$ cat config.mk
export PLATFORM = sky130hd
export DESIGN_NAME = dsau_top
export DESIGN_NICKNAME = d
export VERILOG_FILES = /design/src/dsau_pkg.sv /design/src/dsau_agu_if.sv /design/src/dsau_agu.sv /design/src/dsau_top.sv
export SDC_FILE = /design/constraint.sdc
export NUM_CORES = 1
export LEC_CHECK = 0
export CAP_MARGIN = 25
export CORE_AREA = 2 2 175 177
export CTS_BUF_LIST = sky130_fd_sc_hd__clkbuf_16
export DETAILED_ROUTE_END_ITERATION = 10
export DIE_AREA = 0 0 177 179
export DONT_BUFFER_PORTS = 1
export GPL_TIMING_DRIVEN = 0
export PLACE_DENSITY_LB_ADDON = 0.12
export SYNTH_ARGS = -nofsm -noshare
export SYNTH_HDL_FRONTEND = slang
export SYNTH_HIERARCHICAL = 1
export SYNTH_SLANG_ARGS = --single-unit
$ cat constraint.sdc
create_clock -name i_clk -period 15.4 [get_ports i_clk]
set_input_delay 1.54 -clock i_clk [delete_from_list [all_inputs] [get_ports i_clk]]
set_output_delay 1.54 -clock i_clk [all_outputs]
set_load 0.05 [all_outputs]
$ cat src/dsau_pkg.sv
// package: constants and types for the data-space access unit
package dsau_pkg;
  localparam int          DSAU_AW          = 16;
  localparam int          DSAU_DW          = 16;
  localparam logic [15:0] DSAU_SPECIAL_LAST = 16'h0FFF;
  localparam logic [15:0] DSAU_NEAR_LAST   = 16'h1FFF;
  localparam logic [15:0] DSAU_RAM_FIRST   = 16'h1000;
  localparam logic [15:0] DSAU_RAM_LAST    = 16'h3FFF;
  localparam logic [15:0] DSAU_XY_BOUNDARY = 16'h2800;
  localparam logic [15:0] DSAU_STEP_BYTE   = 16'h0001;
  localparam logic [15:0] DSAU_STEP_WORD   = 16'h0002;
  localparam int          DSAU_WIN_BIT     = 15;

  typedef enum logic [1:0] {
    DSAU_RGN_SPECIAL,
    DSAU_RGN_RAM,
    DSAU_RGN_WIN,
    DSAU_RGN_NONE
  } dsau_rgn_e;

  typedef enum logic [1:0] {
    DSAU_AM_PLAIN,
    DSAU_AM_MODULO,
    DSAU_AM_BITREV
  } dsau_amode_e;
endpackage

$ cat src/dsau_agu_if.sv
// interface: request and answer between access unit and one address generator
`timescale 1ns/10ps
interface dsau_addr_gen_if;
  import dsau_pkg::*;
  logic [15:0] ptr;
  logic        byte_op;
  logic        post_inc;
  dsau_amode_e amode;
  logic [15:0] mod_start;
  logic [15:0] mod_end;
  logic [15:0] rev_step;
  logic [15:0] addr;
  logic [15:0] ptr_next;
  modport core (output ptr, byte_op, post_inc, amode, mod_start, mod_end, rev_step,
                input addr, ptr_next);
  modport gen (input ptr, byte_op, post_inc, amode, mod_start, mod_end, rev_step,
               output addr, ptr_next);
endinterface

$ cat src/dsau_agu.sv
// module: address generator, pointer post-update with modulo and bit-reverse
`timescale 1ns/10ps
module dsau_addr_gen
  import dsau_pkg::*;
#(
  parameter bit ALLOW_BITREV = 1'b0
) (
  dsau_addr_gen_if.gen io
);
  logic [15:0] step;
  logic [15:0] sum;
  logic [15:0] rev;
  logic        carry;

  always_comb begin
    step  = io.byte_op ? DSAU_STEP_BYTE : DSAU_STEP_WORD;
    sum   = io.ptr + step;
    rev   = io.ptr;
    carry = 1'b0;
    // bit-reverse add: carry runs from the top bit down through every lower bit
    for (int b = 15; b >= 0; b--) begin
      rev[b] = io.ptr[b] ^ io.rev_step[b] ^ carry;
      carry  = (io.ptr[b] & io.rev_step[b]) | (carry & (io.ptr[b] ^ io.rev_step[b]));
    end
    io.addr     = io.ptr;
    io.ptr_next = io.ptr;
    if (io.post_inc) begin
      unique case (io.amode)
        DSAU_AM_MODULO: io.ptr_next = (io.ptr >= io.mod_end) ? io.mod_start : sum;
        DSAU_AM_BITREV: io.ptr_next = ALLOW_BITREV ? rev : sum;
        default:        io.ptr_next = sum;
      endcase
    end
  end
endmodule

$ cat src/dsau_top.sv
// top: data-space decode, lanes, misaligned trap and dual read paths
`timescale 1ns/10ps
module dsau_top
  import dsau_pkg::*;
(
  input  wire logic        i_clk,
  input  wire logic        i_rst_n,
  // read side
  input  wire logic        i_rd_req,
  input  wire logic        i_rd_byte,
  input  wire logic        i_rd_direct,
  input  wire logic        i_rd_near,
  input  wire logic [15:0] i_rd_direct_addr,
  input  wire logic [15:0] i_rd_ptr,
  input  wire logic        i_rd_post_inc,
  input  wire logic [1:0]  i_rd_amode,
  input  wire logic [15:0] i_xmod_start,
  input  wire logic [15:0] i_xmod_end,
  // y path
  input  wire logic        i_y_req,
  input  wire logic [15:0] i_y_ptr,
  input  wire logic        i_y_post_inc,
  input  wire logic [1:0]  i_y_amode,
  input  wire logic [15:0] i_ymod_start,
  input  wire logic [15:0] i_ymod_end,
  // write side
  input  wire logic        i_wr_req,
  input  wire logic        i_wr_byte,
  input  wire logic        i_wr_direct,
  input  wire logic [15:0] i_wr_direct_addr,
  input  wire logic [15:0] i_wr_ptr,
  input  wire logic        i_wr_post_inc,
  input  wire logic [1:0]  i_wr_amode,
  input  wire logic [15:0] i_wr_rev_step,
  input  wire logic [15:0] i_wr_data,
  // instruction completion and register ops
  input  wire logic        i_instr_done,
  input  wire logic        i_sign_widen_op,
  input  wire logic        i_clear_upper_byte_op,
  input  wire logic [15:0] i_wreg_old,
  // memory side
  input  wire logic [15:0] i_mem_rdata,
  input  wire logic [15:0] i_mem_y_rdata,
  input  wire logic        i_special_hit,
  input  wire logic [15:0] i_special_rdata,
  input  wire logic [15:0] i_win_rdata,
  output logic      [14:0] o_mem_raddr,
  output logic      [14:0] o_mem_y_raddr,
  output logic      [14:0] o_mem_waddr,
  output logic      [1:0]  o_mem_we,
  output logic      [15:0] o_mem_wdata,
  output logic             o_win_rd,
  output logic      [14:0] o_win_addr,
  // core side
  output logic      [15:0] o_rd_ptr_next,
  output logic      [15:0] o_y_ptr_next,
  output logic      [15:0] o_wr_ptr_next,
  output logic      [15:0] o_x_rdata,
  output logic      [15:0] o_y_rdata,
  output logic      [15:0] o_wreg_new,
  output logic             o_addr_err_trap
);
  // ----------------------------------------------------------------
  // address generators
  // ----------------------------------------------------------------
  dsau_addr_gen_if rd_if ();
  dsau_addr_gen_if y_if ();
  dsau_addr_gen_if wr_if ();

  assign rd_if.ptr       = i_rd_ptr;
  assign rd_if.byte_op   = i_rd_byte;
  assign rd_if.post_inc  = i_rd_post_inc;
  assign rd_if.amode     = (i_rd_amode == 2'h1) ? DSAU_AM_MODULO : DSAU_AM_PLAIN;
  assign rd_if.mod_start = i_xmod_start;
  assign rd_if.mod_end   = i_xmod_end;
  assign rd_if.rev_step  = 16'h0000;
  assign y_if.ptr        = i_y_ptr;
  assign y_if.byte_op    = 1'b0;
  assign y_if.post_inc   = i_y_post_inc;
  assign y_if.amode      = (i_y_amode == 2'h1) ? DSAU_AM_MODULO : DSAU_AM_PLAIN;
  assign y_if.mod_start  = i_ymod_start;
  assign y_if.mod_end    = i_ymod_end;
  assign y_if.rev_step   = 16'h0000;
  assign wr_if.ptr       = i_wr_ptr;
  assign wr_if.byte_op   = i_wr_byte;
  assign wr_if.post_inc  = i_wr_post_inc;
  assign wr_if.mod_start = i_xmod_start;
  assign wr_if.mod_end   = i_xmod_end;
  assign wr_if.rev_step  = i_wr_rev_step;
  always_comb begin
    unique case (i_wr_amode)
      2'h1:    wr_if.amode = DSAU_AM_MODULO;
      2'h2:    wr_if.amode = DSAU_AM_BITREV;
      default: wr_if.amode = DSAU_AM_PLAIN;
    endcase
  end

  // independent generators for read and write
  dsau_addr_gen #(.ALLOW_BITREV(1'b0)) u_rd_gen (.io(rd_if));
  dsau_addr_gen #(.ALLOW_BITREV(1'b0)) u_y_gen  (.io(y_if));
  dsau_addr_gen #(.ALLOW_BITREV(1'b1)) u_wr_gen (.io(wr_if));

  assign o_rd_ptr_next = rd_if.ptr_next;
  assign o_y_ptr_next  = y_if.ptr_next;
  assign o_wr_ptr_next = wr_if.ptr_next;

  // ----------------------------------------------------------------
  // effective addresses and decode
  // ----------------------------------------------------------------
  logic [15:0] rd_addr;
  logic [15:0] wr_addr;
  logic [15:0] y_addr;
  dsau_rgn_e   rd_rgn;
  dsau_rgn_e   wr_rgn;

  function automatic dsau_rgn_e decode(input logic [15:0] addr);
    if (addr[DSAU_WIN_BIT]) begin
      decode = DSAU_RGN_WIN;
    end else if (addr <= DSAU_SPECIAL_LAST) begin
      decode = DSAU_RGN_SPECIAL;
    end else if (addr <= DSAU_RAM_LAST) begin
      decode = DSAU_RGN_RAM;
    end else begin
      decode = DSAU_RGN_NONE;
    end
  endfunction

  always_comb begin
    // near field is 13 bits, full direct field 16 bits
    if (i_rd_direct) begin
      rd_addr = i_rd_near ? {3'h0, i_rd_direct_addr[12:0]} : i_rd_direct_addr;
    end else begin
      rd_addr = rd_if.addr;
    end
    wr_addr = i_wr_direct ? i_wr_direct_addr : wr_if.addr;
    y_addr  = y_if.addr;
    rd_rgn  = decode(rd_addr);
    wr_rgn  = decode(wr_addr);
  end

  // ----------------------------------------------------------------
  // misalignment and write lanes
  // ----------------------------------------------------------------
  logic rd_mis;
  logic wr_mis;
  assign rd_mis = i_rd_req && !i_rd_byte && rd_addr[0];
  assign wr_mis = i_wr_req && !i_wr_byte && wr_addr[0];

  logic [1:0]  we_d;
  logic [15:0] wdata_d;
  always_comb begin
    we_d    = 2'b00;
    wdata_d = i_wr_data;
    if (i_wr_req && !wr_mis && wr_rgn == DSAU_RGN_RAM) begin
      if (i_wr_byte) begin
        we_d    = wr_addr[0] ? 2'b10 : 2'b01;
        wdata_d = {i_wr_data[7:0], i_wr_data[7:0]};
      end else begin
        we_d = 2'b11;
      end
    end
  end

  assign o_mem_raddr   = rd_addr[15:1];
  assign o_mem_y_raddr = y_addr[15:1];
  assign o_win_addr    = rd_addr[14:0];
  assign o_win_rd      = i_rd_req && rd_rgn == DSAU_RGN_WIN;

  // ----------------------------------------------------------------
  // registered stage: write strobes, read select, trap pending
  // ----------------------------------------------------------------
  logic [14:0] waddr_q, waddr_d;
  logic [1:0]  we_q;
  logic [15:0] wdata_q;
  logic        rd_byte_q, rd_byte_d;
  logic        rd_hi_q, rd_hi_d;
  dsau_rgn_e   rd_rgn_q, rd_rgn_d;
  logic        y_ok_q, y_ok_d;
  logic        pend_q, pend_d;
  logic        trap_q, trap_d;

  always_comb begin
    waddr_d   = wr_addr[15:1];
    rd_byte_d = i_rd_byte;
    rd_hi_d   = rd_addr[0];
    rd_rgn_d  = i_rd_req ? rd_rgn : DSAU_RGN_NONE;
    y_ok_d    = i_y_req && !y_addr[DSAU_WIN_BIT] && y_addr >= DSAU_XY_BOUNDARY &&
                y_addr <= DSAU_RAM_LAST;
    // fault stays pending until the instruction completes
    pend_d    = pend_q || rd_mis || wr_mis;
    trap_d    = 1'b0;
    if (i_instr_done && pend_d) begin
      trap_d = 1'b1;
      pend_d = 1'b0;
    end
  end

  always_ff @(posedge i_clk or negedge i_rst_n) begin
    if (!i_rst_n) begin
      waddr_q   <= 15'h0000;
      we_q      <= 2'h0;
      wdata_q   <= 16'h0000;
      rd_byte_q <= 1'b0;
      rd_hi_q   <= 1'b0;
      rd_rgn_q  <= DSAU_RGN_NONE;
      y_ok_q    <= 1'b0;
      pend_q    <= 1'b0;
      trap_q    <= 1'b0;
    end else begin
      waddr_q   <= waddr_d;
      we_q      <= we_d;
      wdata_q   <= wdata_d;
      rd_byte_q <= rd_byte_d;
      rd_hi_q   <= rd_hi_d;
      rd_rgn_q  <= rd_rgn_d;
      y_ok_q    <= y_ok_d;
      pend_q    <= pend_d;
      trap_q    <= trap_d;
    end
  end

  assign o_mem_waddr     = waddr_q;
  assign o_mem_we        = we_q;
  assign o_mem_wdata     = wdata_q;
  assign o_addr_err_trap = trap_q;

  // ----------------------------------------------------------------
  // read data return, one cycle after request
  // ----------------------------------------------------------------
  logic [15:0] word;
  always_comb begin
    unique case (rd_rgn_q)
      DSAU_RGN_SPECIAL: word = i_special_hit ? i_special_rdata : 16'h0000;
      DSAU_RGN_RAM: word = i_mem_rdata;
      DSAU_RGN_WIN: word = i_win_rdata;
      default:      word = 16'h0000;
    endcase
    // byte reads land in low byte
    if (rd_byte_q) begin
      o_x_rdata = {8'h00, rd_hi_q ? word[15:8] : word[7:0]};
    end else begin
      o_x_rdata = word;
    end
    o_y_rdata = y_ok_q ? i_mem_y_rdata : 16'h0000;
    // register write-back shaping
    if (i_sign_widen_op) begin
      o_wreg_new = {{8{i_wreg_old[7]}}, i_wreg_old[7:0]};
    end else if (i_clear_upper_byte_op) begin
      o_wreg_new = {8'h00, i_wreg_old[7:0]};
    end else if (rd_byte_q) begin
      o_wreg_new = {i_wreg_old[15:8], o_x_rdata[7:0]};
    end else begin
      o_wreg_new = o_x_rdata;
    end
  end
endmodule

==> flow_summary.toml, run 1 <==
[status]
outcome = "finished, final reports clean"

[timing]
worstMarginPinSlew_ps = 1110
max_freq_mhz = 101
skew_ps = 1.23
setup_violations = 0
fin_crit_sh_pct = 64.2
setup_tns_ps = 0
hold-worst-slack_ps = 511
rsz0062_at_grt = "false"
drv_slew = 0
hold_violations = 0
timing.final.crit_period_ps = 9890
relSlewSlack_pct = 26.0

[power]
p_leak_nw = 3.60
p_comb_share_pct = 54.1
clockPowerShare_pct = 20.0
power.share.sequential_pct = 25.8
power.switching_w = 0.000277
intPower_w = 0.000255
vdd_drop_max_v = 0.0000342
total_power_w = 0.000533
p_sw_share_pct = 52.1
p_per_area_mw_per_mm2 = 65.2

[clocking]
clock_sinks = 40
clock_latency_ps = 290
post_cts_buffers = 0
clkTransAtPathRegs_ps = 70
cts_inserted_buffers = 5
htreeDepth = 2
cts-root-buf = "clkbuf_16"
cts_tree = "yes"
cts_resized = 0
ctsLongestPathBuffers = 2
hold_buffers = 0

[layout]
drive_gt1_share_pct = 17.5
area_growth_pct = 11.2
fin_nets = 1308
finalNonFillerCells = 1355

[critical_path]
critPathKind = "in2out"
cp_max_fo = 5
cp_data_arrival_time_ps = 8350
cp-start-kind = "primary input"
timing.rr.start = "pend_q"
r2r_cells = 1
critPathCaptureType = "primary output"
ff2ff_setup_slack_ps = 14600
timing.rr.end = "o_addr_err_trap"
crit_end = "o_wr_ptr_next[0]"
required_ps = 13860
crit_start = "i_wr_ptr[15]"

[floorplan]
start_util_pct = 24.5
ioPinCount = 455
die_h_um = 179
rows = 64
dieArea_mm2 = 0.0317
dieWidth_um = 177
core-area_mm2 = 0.0300

[grt]
grt_busiest_layer = "met2"
grt_pass1_wl_um = 45800
antenna_found_initial = 3
grt_overflow = 0
grtUsageTotal_pct = 19.4
grt_pass1_vias = 6913
use_met2_pct = 33.9
grtUsageMet1_pct = 22.1
grt_max_degree = 41
met3_usage_pct = 6.21

[routing]
drt_iter0_markers = 340
routed_wl_um = 32600
num_vias = 7003
antenna_left = 0
dr.pass1.iters = 5
drc = 0
wire_per_inst_um = 24.1
vias_per_cell = 5.17

[hold_path]
hold_path_class = "reg2reg"

[placement]
dp_cells = 1343
hpwl_um = 27500
gp_congestion = 0.846
port_buffers = 0

[synth]
netlist_area_mm2 = 0.00734
synthCells = 935
syn_avg_cell_area_um2 = 7.86
yosysWarnings = 6

[run]
cap_violations = 0
## area by class of cell
class,instances,area (µm²)
Tap cell,396,495
Multi-Input combinational cell,671,5280
Clock inverter,3,18.8
Sequential cell,40,1000
Buffer,109,719
Inverter,118,443
Antenna cell,3,7.51
Fill cell,3349,21900
Clock buffer,5,125
Timing Repair Buffer,10,80.1
## power by group through the flow
stage / registers, W / logic (W) / clock network (W)
detailed placement: 0.000140 / 0.000288 / 0
finish: 0.000138 / 0.000288 / 0.000107
global placement: 0.000140 / 0.000281 / 0
floorplan: 0.000138 / 0.000240 / 0
CTS: 0.000138 / 0.000289 / 0.000112
global route: 0.000138 / 0.000310 / 0.000117
## critical path: stages
cell     delay [ps]
ha_1            140
inv_1            50
fa_1            370
fa_1            420
fa_1            390
fa_1            390
fa_1            390
fa_1            400
fa_1            400
fa_1            400
fa_1            400
fa_1            390
fa_1            400
fa_1            400
fa_1            390
fa_1            390
xnor2_1         160
a21oi_1          80
o22ai_1         840
## registers in the layout (all words and copies together), names as in the netlist
register	count
rd_hi_q	1
o_mem_wdata	16
pend_q	1
rd_byte_q	1
y_ok_q	1
o_addr_err_trap	1
o_mem_we	2
o_mem_waddr	15
rd_rgn_q	2
## placed cells by master, fill, tap and decap left out, drive strengths merged, types with 15 or more instances in the layout
cell type / count
mux2i: 24
clkbuf: 36
o21ai: 48
nor4bb: 16
buf: 87
a21oi: 48
nor2: 41
inv: 118
and2: 21
nand3: 20
fa: 17
ha: 57
dfrtp: 38
and3b: 24
mux2: 36
a22oi: 16
a31oi: 15
nor2b: 18
nand2: 69
## stage by stage
step,instance area [µm²],util [%],setup WS (ps)
final,8170,27.2,5510
after global routing,8170,27.2,5170
after CTS,8150,27.1,5460
after detailed placement,8010,26.7,5460
after global placement,7850,26.1,5440
after floorplan,7360,-,5850
## worst min path at each step
stage	startpoint	end	slack (ps)	cells after the start
2_1_floorplan	pend_q	o_addr_err_trap	480	1
3_3_place_gp	pend_q	pend_q	490	1
3_5_place_dp	pend_q	pend_q	500	1
4_1_cts	pend_q	pend_q	510	1
5_1_grt	pend_q	pend_q	530	1
6_report	pend_q	pend_q	510	1
## metal layers
metal	up-vias	share of wire, %
met5	-	0
met4	0	3.0
met3	40	9.3
met2	323	49
met1	3321	38
li1	3319	-
Power figures use the tool's default switching activity.
==> inputs of run 2 (changes only) <==
ABC_AREA = 1   (was unset)
CORE_AREA = 2 2 179 181   (was 2 2 175 177)
DIE_AREA = 0 0 181 183   (was 0 0 177 179)
clock period = 8.4 ns   (was 15.4 ns; I/O delays follow)
==> flow_summary.toml, run 2 <==
[floorplan]
dieArea_mm2 = 0.0331
die_h_um = 183
ioPinCount = 455
dieWidth_um = 181
start_util_pct = 26.1
rows = 65
core-area_mm2 = 0.0312

[timing]
max_freq_mhz = 124
drv_slew = 0
hold_violations = 0
hold-worst-slack_ps = 232
setup_violations = 0
relSlewSlack_pct = 36.5
rsz0062_at_grt = "true"
timing.final.crit_period_ps = 8080
fin_crit_sh_pct = 96.2
worstMarginPinSlew_ps = 948
skew_ps = 0.0415

[hold_path]
hold_path_class = "in2async"

[power]
p_leak_nw = 5.38
vdd_drop_max_v = 0.0000627
p_per_area_mw_per_mm2 = 119

[grt]
antenna_found_initial = 3
grt_pass1_wl_um = 48800
grt_overflow = 0
grt_max_degree = 41
grt_pass1_vias = 8075
grtUsageTotal_pct = 19.3

[routing]
dr.pass1.iters = 5
drc = 0
routed_wl_um = 33600
vias_per_cell = 4.54
wire_per_inst_um = 18.4
antenna_left = 0
drt_iter0_markers = 366
num_vias = 8276

[layout]
final_cell_mix = "nand2_1, inv_1, nand3_1, buf_4, nor2_1"
final_common_cell = "nand2_1"
stdcell_area_mm2 = 0.00885
area_growth_pct = 8.65
drive_gt1_share_pct = 11.9
finalNonFillerCells = 1823
largest_reg_flops = 16
fin_nets = 1770

[critical_path]
cp-start-kind = "primary input"
required_ps = 7560
critPathCaptureType = "primary output"
critPathKind = "in2out"
cp_max_fo = 6
cp_data_arrival_time_ps = 7240

[synth]
synthCells = 1407
syn_avg_cell_area_um2 = 5.79
yosysWarnings = 6
netlist_area_mm2 = 0.00815

[run]
cap_violations = 0

[clocking]
htreeDepth = 2
post_cts_buffers = 0
cts-root-buf = "clkbuf_16"
clock_sinks = 40
ctsLongestPathBuffers = 2
cts_tree = "yes"
clock_latency_ps = 290
cts_inserted_buffers = 5
clkTransAtPathRegs_ps = 70

[placement]
dp_cells = 1812
hpwl_um = 29000
port_buffers = 0
placed_area_mm2 = 0.00866
gp_congestion = 0.911

[status]
outcome = "finished, final reports clean"
[run 2: cell types whose count changed in the layout (fill, tap and decap cells not counted), moves of 16 or more]
cell	change
nor4bb_1	-16
and2_1	-20
nand3_1	+141
o21ai_0	-27
mux2i_1	-24
inv_1	+139
clkbuf_1	-17
xor2_1	+24
mux2_2	-36
nand2_1	+452
nor2_1	+17
nor2b_1	-18
and3b_1	-24
nand2_2	+39
[run 2: cell type report]
class | instances | area [µm²]
antenna | 3 | 7.51
buffer | 105 | 820
clock buffer | 5 | 125
clock inverter | 3 | 47.5
fill | 3651 | 22400
inverter | 263 | 992
multi-input combinational | 1002 | 5350
sequential | 40 | 1000
tap | 402 | 503
[run 2: worst max-delay path, stage by stage]
cell and delay, ps:
ha_1 120, inv_1 50, fa_1 400, fa_1 400
fa_1 390, fa_1 380, fa_1 390, fa_1 390
fa_1 390, fa_1 390, fa_1 410, fa_1 410
fa_1 410, fa_1 430, fa_1 410, fa_1 390
nand2_1 80, nand2_1 40, o21ai_0 160, inv_1 60
nand2_1 60, nand2_1 80, nand2_4 170
[run 2: layer usage]
layer  track usage [%]  vias to the layer above  wire [µm]
li1                  -                     4211          -
met1              22.3                     3740      13300
met2              35.1                      296      16900
met3              5.32                       29       2800
met4              5.30                        0        615
met5                 0                        -          0
[run 2: worst paths after layout]
path	start	end	slack (ps)	cells past startpoint
worst max-delay path	i_wr_ptr[15]	o_wr_ptr_next[0]	320	23
worst min-delay path	i_rst_n	o_mem_waddr[13]	230	0
worst max register to register	pend_q	pend_q	7660	4
worst min register to register	pend_q	o_addr_err_trap	540	4
max in group asynchronous	i_rst_n	rd_rgn_q[0]	7960	0
min in group i_clk	pend_q	o_addr_err_trap	540	4
[run 2: metrics by stage]
stage                     total power (W)  util [%]  TNS [ps]  setup WS (ps)
after floorplan                  0.000738         -         0            535
after global placement           0.000829      27.7         0            130
after detailed placement         0.000830      27.7         0           87.0
after CTS                         0.00107      28.3         0           85.2
after global routing              0.00112      28.3     -14.9          -14.9
final                             0.00105      28.3         0            321
[run 2: where the power goes]
part	switching [W]	internal [W]	leakage (nW)	total (W)
sequential	0.0000479	0.000206	0.478	0.000253
combinational	0.000422	0.000148	4.82	0.000570
clock	0.0000876	0.000141	0.0840	0.000229
[run 2: repair_timing]
item,in CTS,in global routing
setup endpoints to repair,0,2
resized for setup,0,3
hold buffers,0,0
